<file path="src/core/fault_code_pkg.sv">
// Purpose: Constants for the instruction fault status encoder.
// Assumes: One clock, mclk at 40 MHz; asynchronous active-low reset.
// Notes: Fault codes are six bits; syndrome bit six is reserved.
//
// How it works
// - Six-bit status code sits in syndrome bits 5:0, bit 6 reserved.
// - Address size fault is 0b0000LL; level 0 also covers table base.
// - Translation fault is 0b0001LL for lookup levels 0 to 3.
// - Access flag fault at levels 1 to 3 is 0b001001 to 0b001011.
// - Permission fault at levels 1 to 3 is 0b001101 to 0b001111.
// - Level -1 and level 0 flag/permission codes need large address option.
// - External abort 0b010000; walk abort 0b0101LL, level -1 0b010011.
// - Parity/ECC codes only without reliability option; 0b011000, 0b0111LL.
// - Granule protection walk fault 0b1001LL; level -1 0b100011 needs both.
// - Granule protection fault outside a walk is 0b101000.
// - TLB conflict 0b110000; unsupported atomic update 0b110001 if option.
// - Never output a reserved code value.
// - No access flag or permission fault at level 0 in base setup.
// - With stage one walk flag set, level is the stage two level.
// - Status code value after warm reset is not relied upon.
package fault_code_pkg;

  // Fault classes presented by the walker and memory system
  typedef enum logic [3:0] {
    FK_ADDR_SIZE,
    FK_TRANSLATION,
    FK_ACCESS_FLAG,
    FK_PERMISSION,
    FK_EXT_ABORT,
    FK_EXT_WALK,
    FK_PARITY,
    FK_PARITY_WALK,
    FK_GPF_WALK,
    FK_GPF,
    FK_TLB_CONFLICT,
    FK_ATOMIC_HW
  } fault_kind_type;

  // Lookup level field: 3'h7 encodes level -1
  localparam logic [2:0] LVL_MINUS_ONE = 3'h7;

  localparam logic [5:0] FSC_ADDR_SIZE = 6'h00;
  localparam logic [5:0] FSC_TRANSLATION = 6'h04;
  localparam logic [5:0] FSC_ACCESS_FLAG = 6'h08;
  localparam logic [5:0] FSC_PERMISSION = 6'h0C;
  localparam logic [5:0] FSC_EXT_ABORT = 6'h10;
  localparam logic [5:0] FSC_EXT_WALK_M1 = 6'h13;
  localparam logic [5:0] FSC_EXT_WALK = 6'h14;
  localparam logic [5:0] FSC_PARITY = 6'h18;
  localparam logic [5:0] FSC_PARITY_WALK_M1 = 6'h1B;
  localparam logic [5:0] FSC_PARITY_WALK = 6'h1C;
  localparam logic [5:0] FSC_GPF_WALK_M1 = 6'h23;
  localparam logic [5:0] FSC_GPF_WALK = 6'h24;
  localparam logic [5:0] FSC_GPF = 6'h28;
  localparam logic [5:0] FSC_ADDR_SIZE_M1 = 6'h29;
  localparam logic [5:0] FSC_TRANSLATION_M1 = 6'h2B;
  localparam logic [5:0] FSC_TLB_CONFLICT = 6'h30;
  localparam logic [5:0] FSC_ATOMIC_HW = 6'h31;

  // Reset value of held code; any value is legal, zero chosen
  localparam logic [5:0] FSC_RESET = 6'h00;
  localparam logic SYN_BIT6_VALUE = 1'h0;

endpackage

</file>
<file path="src/core/instruction_fault_status_encoder.sv">
// Purpose: Encode an instruction abort cause into the six-bit status code.
// Assumes: Fault inputs come from logic on mclk; option straps are static.
// Notes: A combination that has no defined code is dropped, not reported.
`timescale 1ns/1ps

module instruction_fault_status_encoder (
  // Clock and reset
  input wire logic mclk,
  input wire logic rst_n,
  // Feature options
  input wire logic large_phys_addr_option,
  input wire logic reliability_error_option,
  input wire logic realm_management_option,
  input wire logic hw_access_dirty_update_option,
  // Fault report from walker and memory system
  input wire logic fault_valid,
  input wire fault_code_pkg::fault_kind_type fault_kind,
  input wire logic [2:0] fault_level,
  input wire logic stage_one_walk_flag,
  input wire logic [2:0] s2_level,
  // Syndrome output
  output logic syndrome_valid,
  output logic fault_dropped,
  output logic [6:0] syndrome_low,
  output logic [5:0] instr_fault_status_code
);

  // ----------------------------------------------------------------
  // Level selection and option gating
  // ----------------------------------------------------------------
  // Walk faults on stage two report the stage two level
  wire logic [2:0] level_used = stage_one_walk_flag ? s2_level
                                                    : fault_level;
  wire logic lvl_m1 = (level_used == fault_code_pkg::LVL_MINUS_ONE);
  wire logic lvl_0 = (level_used == 3'h0);
  wire logic lvl_ok = !level_used[2];
  wire logic [5:0] ll = {4'h0, level_used[1:0]};
  wire logic lpa = large_phys_addr_option;
  wire logic par_ok = !reliability_error_option;

  logic [5:0] code;
  logic legal;

  // ----------------------------------------------------------------
  // Encoder
  // ----------------------------------------------------------------
  always_comb begin
    code = fault_code_pkg::FSC_TLB_CONFLICT;
    legal = 1'b0;
    unique case (fault_kind)
      fault_code_pkg::FK_ADDR_SIZE: begin
        legal = lvl_ok || (lvl_m1 && lpa);
        code = lvl_m1 ? fault_code_pkg::FSC_ADDR_SIZE_M1
                      : fault_code_pkg::FSC_ADDR_SIZE | ll;
      end
      fault_code_pkg::FK_TRANSLATION: begin
        legal = lvl_ok || (lvl_m1 && lpa);
        code = lvl_m1 ? fault_code_pkg::FSC_TRANSLATION_M1
                      : fault_code_pkg::FSC_TRANSLATION | ll;
      end
      fault_code_pkg::FK_ACCESS_FLAG: begin
        legal = lvl_ok && (!lvl_0 || lpa);
        code = fault_code_pkg::FSC_ACCESS_FLAG | ll;
      end
      fault_code_pkg::FK_PERMISSION: begin
        legal = lvl_ok && (!lvl_0 || lpa);
        code = fault_code_pkg::FSC_PERMISSION | ll;
      end
      fault_code_pkg::FK_EXT_ABORT: begin
        legal = 1'b1;
        code = fault_code_pkg::FSC_EXT_ABORT;
      end
      fault_code_pkg::FK_EXT_WALK: begin
        legal = lvl_ok || (lvl_m1 && lpa);
        code = lvl_m1 ? fault_code_pkg::FSC_EXT_WALK_M1
                      : fault_code_pkg::FSC_EXT_WALK | ll;
      end
      fault_code_pkg::FK_PARITY: begin
        legal = par_ok;
        code = fault_code_pkg::FSC_PARITY;
      end
      fault_code_pkg::FK_PARITY_WALK: begin
        legal = par_ok && (lvl_ok || (lvl_m1 && lpa));
        code = lvl_m1 ? fault_code_pkg::FSC_PARITY_WALK_M1
                      : fault_code_pkg::FSC_PARITY_WALK | ll;
      end
      fault_code_pkg::FK_GPF_WALK: begin
        legal = realm_management_option && (lvl_ok || (lvl_m1 && lpa));
        code = lvl_m1 ? fault_code_pkg::FSC_GPF_WALK_M1
                      : fault_code_pkg::FSC_GPF_WALK | ll;
      end
      fault_code_pkg::FK_GPF: begin
        legal = realm_management_option;
        code = fault_code_pkg::FSC_GPF;
      end
      fault_code_pkg::FK_TLB_CONFLICT: begin
        legal = 1'b1;
        code = fault_code_pkg::FSC_TLB_CONFLICT;
      end
      fault_code_pkg::FK_ATOMIC_HW: begin
        legal = hw_access_dirty_update_option;
        code = fault_code_pkg::FSC_ATOMIC_HW;
      end
      default: begin
        legal = 1'b0;
        code = fault_code_pkg::FSC_TLB_CONFLICT;
      end
    endcase
  end

  // Illegal combinations never reach the field, so no reserved code leaks
  wire logic take = fault_valid && legal;

  // ----------------------------------------------------------------
  // Output registers
  // ----------------------------------------------------------------
  logic [5:0] code_q;
  logic valid_q;
  logic drop_q;

  always_ff @(posedge mclk or negedge rst_n) begin
    if (!rst_n) begin
      code_q <= fault_code_pkg::FSC_RESET;
      valid_q <= 1'b0;
      drop_q <= 1'b0;
    end else begin
      if (take) begin
        code_q <= code;
      end
      valid_q <= take;
      drop_q <= fault_valid && !legal;
    end
  end

  assign instr_fault_status_code = code_q;
  assign syndrome_low = {fault_code_pkg::SYN_BIT6_VALUE, code_q};
  assign syndrome_valid = valid_q;
  assign fault_dropped = drop_q;

  // ----------------------------------------------------------------
  // Checks
  // ----------------------------------------------------------------
  function automatic logic defined_code(input logic [5:0] c);
    defined_code = (c <= 6'h07) || (c >= 6'h08 && c <= 6'h13) ||
                   (c >= 6'h14 && c <= 6'h18) || (c >= 6'h1B && c <= 6'h1F)
                   || (c >= 6'h23 && c <= 6'h29) || c == 6'h2B ||
                   c == 6'h30 || c == 6'h31;
  endfunction

  code_defined_a: assert property (@(posedge mclk) disable iff (!rst_n)
    syndrome_valid |-> defined_code(instr_fault_status_code) &&
    !(instr_fault_status_code inside {6'h11, 6'h12}))
    else $error("reserved status code reported");
  bit_six_zero_a: assert property (@(posedge mclk) disable iff (!rst_n)
    syndrome_low[6] == 1'b0 &&
    syndrome_low[5:0] == instr_fault_status_code)
    else $error("syndrome bit six not zero");
  trans_level_a: assert property (@(posedge mclk) disable iff (!rst_n)
    fault_valid && fault_kind == fault_code_pkg::FK_TRANSLATION &&
    !stage_one_walk_flag && !fault_level[2]
    |=> syndrome_valid &&
    instr_fault_status_code == {4'h1, $past(fault_level[1:0])})
    else $error("translation level code wrong");
  addr_size_a: assert property (@(posedge mclk) disable iff (!rst_n)
    fault_valid && fault_kind == fault_code_pkg::FK_ADDR_SIZE &&
    !stage_one_walk_flag && !fault_level[2]
    |=> instr_fault_status_code == {4'h0, $past(fault_level[1:0])})
    else $error("address size code wrong");
  af_level0_a: assert property (@(posedge mclk) disable iff (!rst_n)
    fault_valid && !large_phys_addr_option && level_used == 3'h0 &&
    fault_kind inside {fault_code_pkg::FK_ACCESS_FLAG,
                       fault_code_pkg::FK_PERMISSION}
    |=> !syndrome_valid && fault_dropped)
    else $error("level zero flag fault reported");
  lpa_gate_a: assert property (@(posedge mclk) disable iff (!rst_n)
    syndrome_valid && !$past(large_phys_addr_option) |->
    !(instr_fault_status_code inside {6'h08, 6'h0C, 6'h13, 6'h1B,
                                      6'h23, 6'h29, 6'h2B}))
    else $error("large address code without option");
  parity_gate_a: assert property (@(posedge mclk) disable iff (!rst_n)
    syndrome_valid && $past(reliability_error_option) |->
    instr_fault_status_code[5:3] != 3'h3)
    else $error("parity code with reliability option");
  realm_gate_a: assert property (@(posedge mclk) disable iff (!rst_n)
    syndrome_valid && !$past(realm_management_option) |->
    !(instr_fault_status_code inside {[6'h23:6'h28]}))
    else $error("granule code without realm option");
  gpf_plain_a: assert property (@(posedge mclk) disable iff (!rst_n)
    fault_valid && fault_kind == fault_code_pkg::FK_GPF &&
    realm_management_option |=> instr_fault_status_code == 6'h28)
    else $error("granule fault code wrong");
  tlb_code_a: assert property (@(posedge mclk) disable iff (!rst_n)
    fault_valid && fault_kind == fault_code_pkg::FK_TLB_CONFLICT
    |=> syndrome_valid && instr_fault_status_code == 6'h30)
    else $error("tlb conflict code wrong");
  ext_walk_a: assert property (@(posedge mclk) disable iff (!rst_n)
    fault_valid && fault_kind == fault_code_pkg::FK_EXT_WALK &&
    stage_one_walk_flag && !s2_level[2]
    |=> instr_fault_status_code == {4'h5, $past(s2_level[1:0])})
    else $error("stage two walk level wrong");
  hold_code_a: assert property (@(posedge mclk) disable iff (!rst_n)
    !take |=> $stable(instr_fault_status_code))
    else $error("status code changed without fault");

  // ----------------------------------------------------------------
  // Class and level codes
  // ----------------------------------------------------------------
  // Direct faults only, except ext_m1_a, which uses level_used; the stage two level path is checked below
  af_code_a: assert property (@(posedge mclk) disable iff (!rst_n)
    fault_valid && fault_kind == fault_code_pkg::FK_ACCESS_FLAG &&
    !stage_one_walk_flag && fault_level inside {3'h1, 3'h2, 3'h3}
    |=> syndrome_valid &&
    instr_fault_status_code == {4'h2, $past(fault_level[1:0])})
    else $error("access flag code wrong");
  perm_code_a: assert property (@(posedge mclk) disable iff (!rst_n)
    fault_valid && fault_kind == fault_code_pkg::FK_PERMISSION &&
    !stage_one_walk_flag && fault_level inside {3'h1, 3'h2, 3'h3}
    |=> syndrome_valid &&
    instr_fault_status_code == {4'h3, $past(fault_level[1:0])})
    else $error("permission code wrong");
  ext_abort_a: assert property (@(posedge mclk) disable iff (!rst_n)
    fault_valid && fault_kind == fault_code_pkg::FK_EXT_ABORT
    |=> syndrome_valid && instr_fault_status_code == 6'h10)
    else $error("external abort code wrong");
  ext_m1_a: assert property (@(posedge mclk) disable iff (!rst_n)
    fault_valid && fault_kind == fault_code_pkg::FK_EXT_WALK &&
    large_phys_addr_option && level_used == fault_code_pkg::LVL_MINUS_ONE
    |=> syndrome_valid && instr_fault_status_code == 6'h13)
    else $error("walk abort level minus one wrong");
  gpf_walk_a: assert property (@(posedge mclk) disable iff (!rst_n)
    fault_valid && fault_kind == fault_code_pkg::FK_GPF_WALK &&
    realm_management_option && !stage_one_walk_flag && !fault_level[2]
    |=> syndrome_valid &&
    instr_fault_status_code == {4'h9, $past(fault_level[1:0])})
    else $error("granule walk code wrong");

  // ----------------------------------------------------------------
  // Large address and stage two levels
  // ----------------------------------------------------------------
  // Level -1 codes exist only with the large address option
  trans_m1_a: assert property (@(posedge mclk) disable iff (!rst_n)
    fault_valid && fault_kind == fault_code_pkg::FK_TRANSLATION &&
    large_phys_addr_option && level_used == fault_code_pkg::LVL_MINUS_ONE
    |=> syndrome_valid && instr_fault_status_code == 6'h2B)
    else $error("translation level minus one wrong");
  addr_m1_a: assert property (@(posedge mclk) disable iff (!rst_n)
    fault_valid && fault_kind == fault_code_pkg::FK_ADDR_SIZE &&
    large_phys_addr_option && level_used == fault_code_pkg::LVL_MINUS_ONE
    |=> syndrome_valid && instr_fault_status_code == 6'h29)
    else $error("address size level minus one wrong");
  s2_trans_a: assert property (@(posedge mclk) disable iff (!rst_n)
    fault_valid && fault_kind == fault_code_pkg::FK_TRANSLATION &&
    stage_one_walk_flag && !s2_level[2]
    |=> syndrome_valid &&
    instr_fault_status_code == {4'h1, $past(s2_level[1:0])})
    else $error("stage two translation level wrong");

  // ----------------------------------------------------------------
  // Option gating
  // ----------------------------------------------------------------
  // An option must both allow its code when present and hide it when not; parity codes show only while their option is absent
  parity_code_a: assert property (@(posedge mclk) disable iff (!rst_n)
    fault_valid && fault_kind == fault_code_pkg::FK_PARITY &&
    !reliability_error_option
    |=> syndrome_valid && instr_fault_status_code == 6'h18)
    else $error("parity code wrong");
  parity_walk_a: assert property (@(posedge mclk) disable iff (!rst_n)
    fault_valid && fault_kind == fault_code_pkg::FK_PARITY_WALK &&
    !reliability_error_option && !stage_one_walk_flag && !fault_level[2]
    |=> syndrome_valid &&
    instr_fault_status_code == {4'h7, $past(fault_level[1:0])})
    else $error("parity walk code wrong");
  atomic_code_a: assert property (@(posedge mclk) disable iff (!rst_n)
    fault_valid && fault_kind == fault_code_pkg::FK_ATOMIC_HW &&
    hw_access_dirty_update_option
    |=> syndrome_valid && instr_fault_status_code == 6'h31)
    else $error("atomic update code wrong");
  atomic_gate_a: assert property (@(posedge mclk) disable iff (!rst_n)
    syndrome_valid && !$past(hw_access_dirty_update_option) |->
    instr_fault_status_code != 6'h31)
    else $error("atomic code without option");

  // ----------------------------------------------------------------
  // Answer handshake
  // ----------------------------------------------------------------
  // Every fault gets exactly one answer a cycle later, never a spurious one
  one_answer_a: assert property (@(posedge mclk) disable iff (!rst_n)
    fault_valid |=> syndrome_valid != fault_dropped)
    else $error("fault answered twice or not at all");
  no_answer_a: assert property (@(posedge mclk) disable iff (!rst_n)
    !fault_valid |=> !syndrome_valid && !fault_dropped)
    else $error("answer without a fault");

  // ----------------------------------------------------------------
  // Scenario covers
  // ----------------------------------------------------------------
  ext_abort_c: cover property (@(posedge mclk) disable iff (!rst_n)
    syndrome_valid && instr_fault_status_code == 6'h10);
  minus_one_c: cover property (@(posedge mclk) disable iff (!rst_n)
    syndrome_valid && instr_fault_status_code == 6'h23);
  dropped_c: cover property (@(posedge mclk) disable iff (!rst_n)
    fault_dropped);
  s2_walk_c: cover property (@(posedge mclk) disable iff (!rst_n)
    take && stage_one_walk_flag ##1 syndrome_valid);
  lpa_level0_c: cover property (@(posedge mclk) disable iff (!rst_n)
    syndrome_valid && instr_fault_status_code == 6'h08);

endmodule

</file>
<file path="config.mk">
export PLATFORM = sky130hd
export DESIGN_NAME = instruction_fault_status_encoder
export DESIGN_NICKNAME = d
export VERILOG_FILES = /design/src/core/fault_code_pkg.sv /design/src/core/instruction_fault_status_encoder.sv
export SDC_FILE = /design/constraint.sdc
export NUM_CORES = 1
export LEC_CHECK = 0
export BUFFER_PORTS_ARGS = -buffer_cell sky130_fd_sc_hd__clkbuf_2
export CAP_MARGIN = 20
export CORE_MARGIN = 8
export CORE_UTILIZATION = 47
export CTS_CLUSTER_SIZE = 25
export DETAILED_ROUTE_END_ITERATION = 8
export HOLD_SLACK_MARGIN = 0.06
export PLACE_DENSITY = 0.81
export SYNTH_ARGS = -nofsm -noshare
export SYNTH_HDL_FRONTEND = slang
export SYNTH_SLANG_ARGS = --single-unit
</file>
<file path="constraint.sdc">
create_clock -name mclk -period 1.5 [get_ports mclk]
set_clock_uncertainty 0.15 [all_clocks]
set_input_delay 0.15 -clock mclk [delete_from_list [all_inputs] [get_ports mclk]]
set_output_delay 0.15 -clock mclk [all_outputs]
set_load 0.01 [all_outputs]
</file>
==> results.txt <==
- The run finished, with violations left.
* Violated checks: setup timing
* Critical path class: in -> reg
- Timing would allow up to approximately 0.66 GHz.
- Nature of the critical path startpoint: primary input
* Detailed-routing wirelength on met1: approximately 850 um
* Final hold slack: around 0.11 ns
* Routability-driven placement congestion ratio: about 0.98
- Most frequently used flop master after synthesis: dfrtp_1
- Area of the die: about 0.0028 mm^2
* NumNets Final: between 100 and 150
- Across every metal layer, demand over resource in global routing totals 0.161.
- Count of warnings emitted by yosys: 0
- Arrival @ worst endpoint: 1.50 ns
* Dominant cells by area after synthesis: dfrtp_1 (31%), buf_4 (9.4%), mux2_2 (7.0%), nand2_1 (5.3%), mux2i_1 (4.7%)
- STA puts the critical path data required time at between 1 and 1.5 ns.
- The endpoint identified for the worst register-to-register timing path is instr_fault_status_code[3].
- The clock drives 8 sinks.
- For the worst flop-to-flop path, the logic depth is 1.
* Vias post-DR: roughly 820
* Cell Int Power: 0.559 mW
- Area delta synth->final: 68.5%
- Across the run, the number of max-cap violations was 0.
- WL per Instance: 17.1 um
* Min Tclk post-route: ~1.5 ns
* Final antenna diode count: 0
- Avg Inst Size Synth: ~8.5 um^2
- Count of pins on the block boundary: 33
* Total count of max-transition violations in the final report: 0
- Combined area of all synthesized cells: around 640 um^2
- The biggest area contributor in the post-synthesis netlist is dfrtp_1.
- Count of buffers inserted at the top-level ports: 31
- Standard cell area after detailed placement: around 900 um^2
- Root buffer selected by CTS: clkbuf_4
- After detailed routing, the number of vias per cell comes to between 5 and 6.
- In this run, the number of DRC markers left after iteration 0 of detailed routing was 28.
- After routing, the total negative slack on setup checks comes to -0.0138 ns.
* Post-synthesis instance total: 75
- Of the total synthesized cell area, the portion taken by XOR and XNOR cells is 0.
- In this run the number of H-tree levels came out at 1.
- Class of the tightest hold or removal check: in -> async
- Routed met2 length: 1310 um
- Worst-path clk slew: about 0.060 ns
- In the layout the commonest cells are clkbuf_2 (27), buf_4 (25), nand2_1 (8), dfrtp_1 (8), inv_1 (6).
* Most common cell after layout, fill and taps aside: clkbuf_2
* Number of synthesized register bits: 8
* Switching power total: between 0.3 and 0.4 mW
* Power per standard cell area: 811 mW/mm^2
* Synthesized-area fraction occupied by adder cells: 0
- Die extent in x: ~53 um
* Via count of the first global-routing pass: a little over 800
* Portion of total power attributed to sequential cells: 0.338
- Design Area, Final: 0.00108 mm^2
- Routed met3 length: between 150 and 200 um
- For this run, the register share of the synthesized area comes to 0.313.
* Post-Syn Nets: 93
- Row generation in the floorplan step produced 13 rows.
- Multiplexer share of the synthesized area: 0.117
- VDD sags by at most 0.000509 V.
* Hpwl dp: 1680 um
* Critical path endpoint category: flip-flop
- Counting flops with a built-in enable in the synthesized netlist gives 0.
- Dominant combinational cell family by area after synthesis: compound AO/OA/AOI/OAI gates
- Worst reg-to-reg setup slack: 0.57 ns
- Final period utilization: 1.01
* Maximum clock path buffer count: 2
- Initial cell density of the core: 0.498
- Measured on the finished design, the core utilization comes to 0.838.
- Count of cell types in the netlist: 27
- CTS tree: yes
- For this run the aggregate overflow at the end of global routing stands at 0.
- The final hold violation count is 0.
- Router iterations before antenna repair: 4
- Of the total synthesized cell area, the portion taken by AND, OR, NAND and NOR gates is 0.174.
- Of all nets on the critical path, the largest fanout is 3.
- Setup slack of the critical path after layout: -0.0132 ns
- Area share of the largest cell type after synthesis: 0.313
- Final Routed Wirelength: 2410 um
- In this run the critical register-to-register path is launched from instr_fault_status_code[3].
* Leakage power summed over all cells: 0.575 nW
- Share of cells above drive strength 1: 0.587
- For the worst-skew pair, the clock arrives at the later sink with an insertion delay of 0.26 ns.
* Area inside the core boundary: 0.00128 mm^2
- The first global-routing pass estimated 3420 um of wire.
- Entering global routing, the biggest net connects 9 pins.
- The share of total power dissipated in combinational logic is 0.470.
* Antenna violations before repair: 0
- Power Total: around 0.87 mW
- TritonCTS created 3 clock buffers.
* Setup violators final: 2
- After detailed routing, no signal wire sits above met4.
- Final routed DRC violation total: 0
- Net switching fraction of the power: 0.359
- Area fraction in compound gates after synthesis: 0.252
- Fraction of registers with async set/reset: 1.00
- Antenna Violating Nets Remaining: 0
* Chip Height: approximately 53 um
- Share of total power in the clock network: 0.192
[critical path, stage by stage]
cell and delay (ns):
clkbuf_2 0.09, nor2_1 0.15, a21oi_1 0.09, o2111a_2 0.28, o31ai_4 0.28, buf_6 0.16
mux2_4 0.30
[cell usage after synthesis (all sizes together), types with 2 or more instances]
library cell,n
nor2,5
nand2,9
nand2b,4
inv,6
o21ai,4
nor3,2
mux2i,3
dfrtp,8
buf,8
mux2,4
a31oi,3
a21oi,5
[power groups by stage]
stage                     registers (mW)  logic, mW  clock network [mW]
after floorplan                    0.316      0.207                   0
after global placement             0.294      0.343                   0
after detailed placement           0.298      0.358                   0
after CTS                          0.295      0.383               0.167
after global routing               0.301      0.435               0.184
final                              0.295      0.410               0.168
[kinds of logic after synthesis]
group / after synthesis
flops: 8
other cells: 1
buf+inv: 15
mux: 7
compound gates: 21
simple gates: 23
[repair_timing]
item                                   in CTS  in global routing
gates cloned                                0                  0
setup endpoints to repair                   6                  6
resized for setup                           5                 16
setup buffers                               3                  2
hold buffers                                2                  0
endpoints found under the hold margin       9                  0
pin swaps                                   2                  5
[routing by layer]
layer / track usage / vias up
met5: 0 / -
met4: 0.0948 / 0
li1: - / 371
met3: 0.0280 / 8
met1: 0.149 / 387
met2: 0.313 / 51
[metrics by stage]
step | worst slack [ns] | std cells
detailed placement | -0.330 | 131
global route | -0.0402 | 141
finish | -0.0132 | 141
CTS | 0.00890 | 139
floorplan | -0.165 | 75
global placement | -0.222 | 131
[cell type report]
class | count | area [um^2]
multi-input cells | 52 | 437
repair buffers | 57 | 377
clock buffers | 3 | 22.5
fillers | 80 | 208
inverters | 6 | 22.5
well taps | 15 | 18.8
flip-flops and latches | 8 | 200
[state kept, by name, summed over array words and instances (netlist names)]
| signal | cells |
|---|---|
| instr_fault_status_code | 6 |
| fault_dropped | 1 |
| syndrome_valid | 1 |
[how the worst max path moves through the flow]
| stage | start | to | slack [ns] | cells past startpoint |
|---|---|---|---|---|
| 2_1_floorplan | fault_kind[1] | instr_fault_status_code[0] | -0.17 | 6 |
| 3_3_place_gp | stage_one_walk_flag | instr_fault_status_code[2] | -0.22 | 6 |
| 3_5_place_dp | stage_one_walk_flag | instr_fault_status_code[4] | -0.33 | 7 |
| 4_1_cts | stage_one_walk_flag | instr_fault_status_code[3] | 0.009 | 8 |
| 5_1_grt | s2_level[1] | instr_fault_status_code[3] | -0.04 | 7 |
| 6_report | s2_level[1] | instr_fault_status_code[3] | -0.01 | 7 |
(Power assumes the default switching activity.)
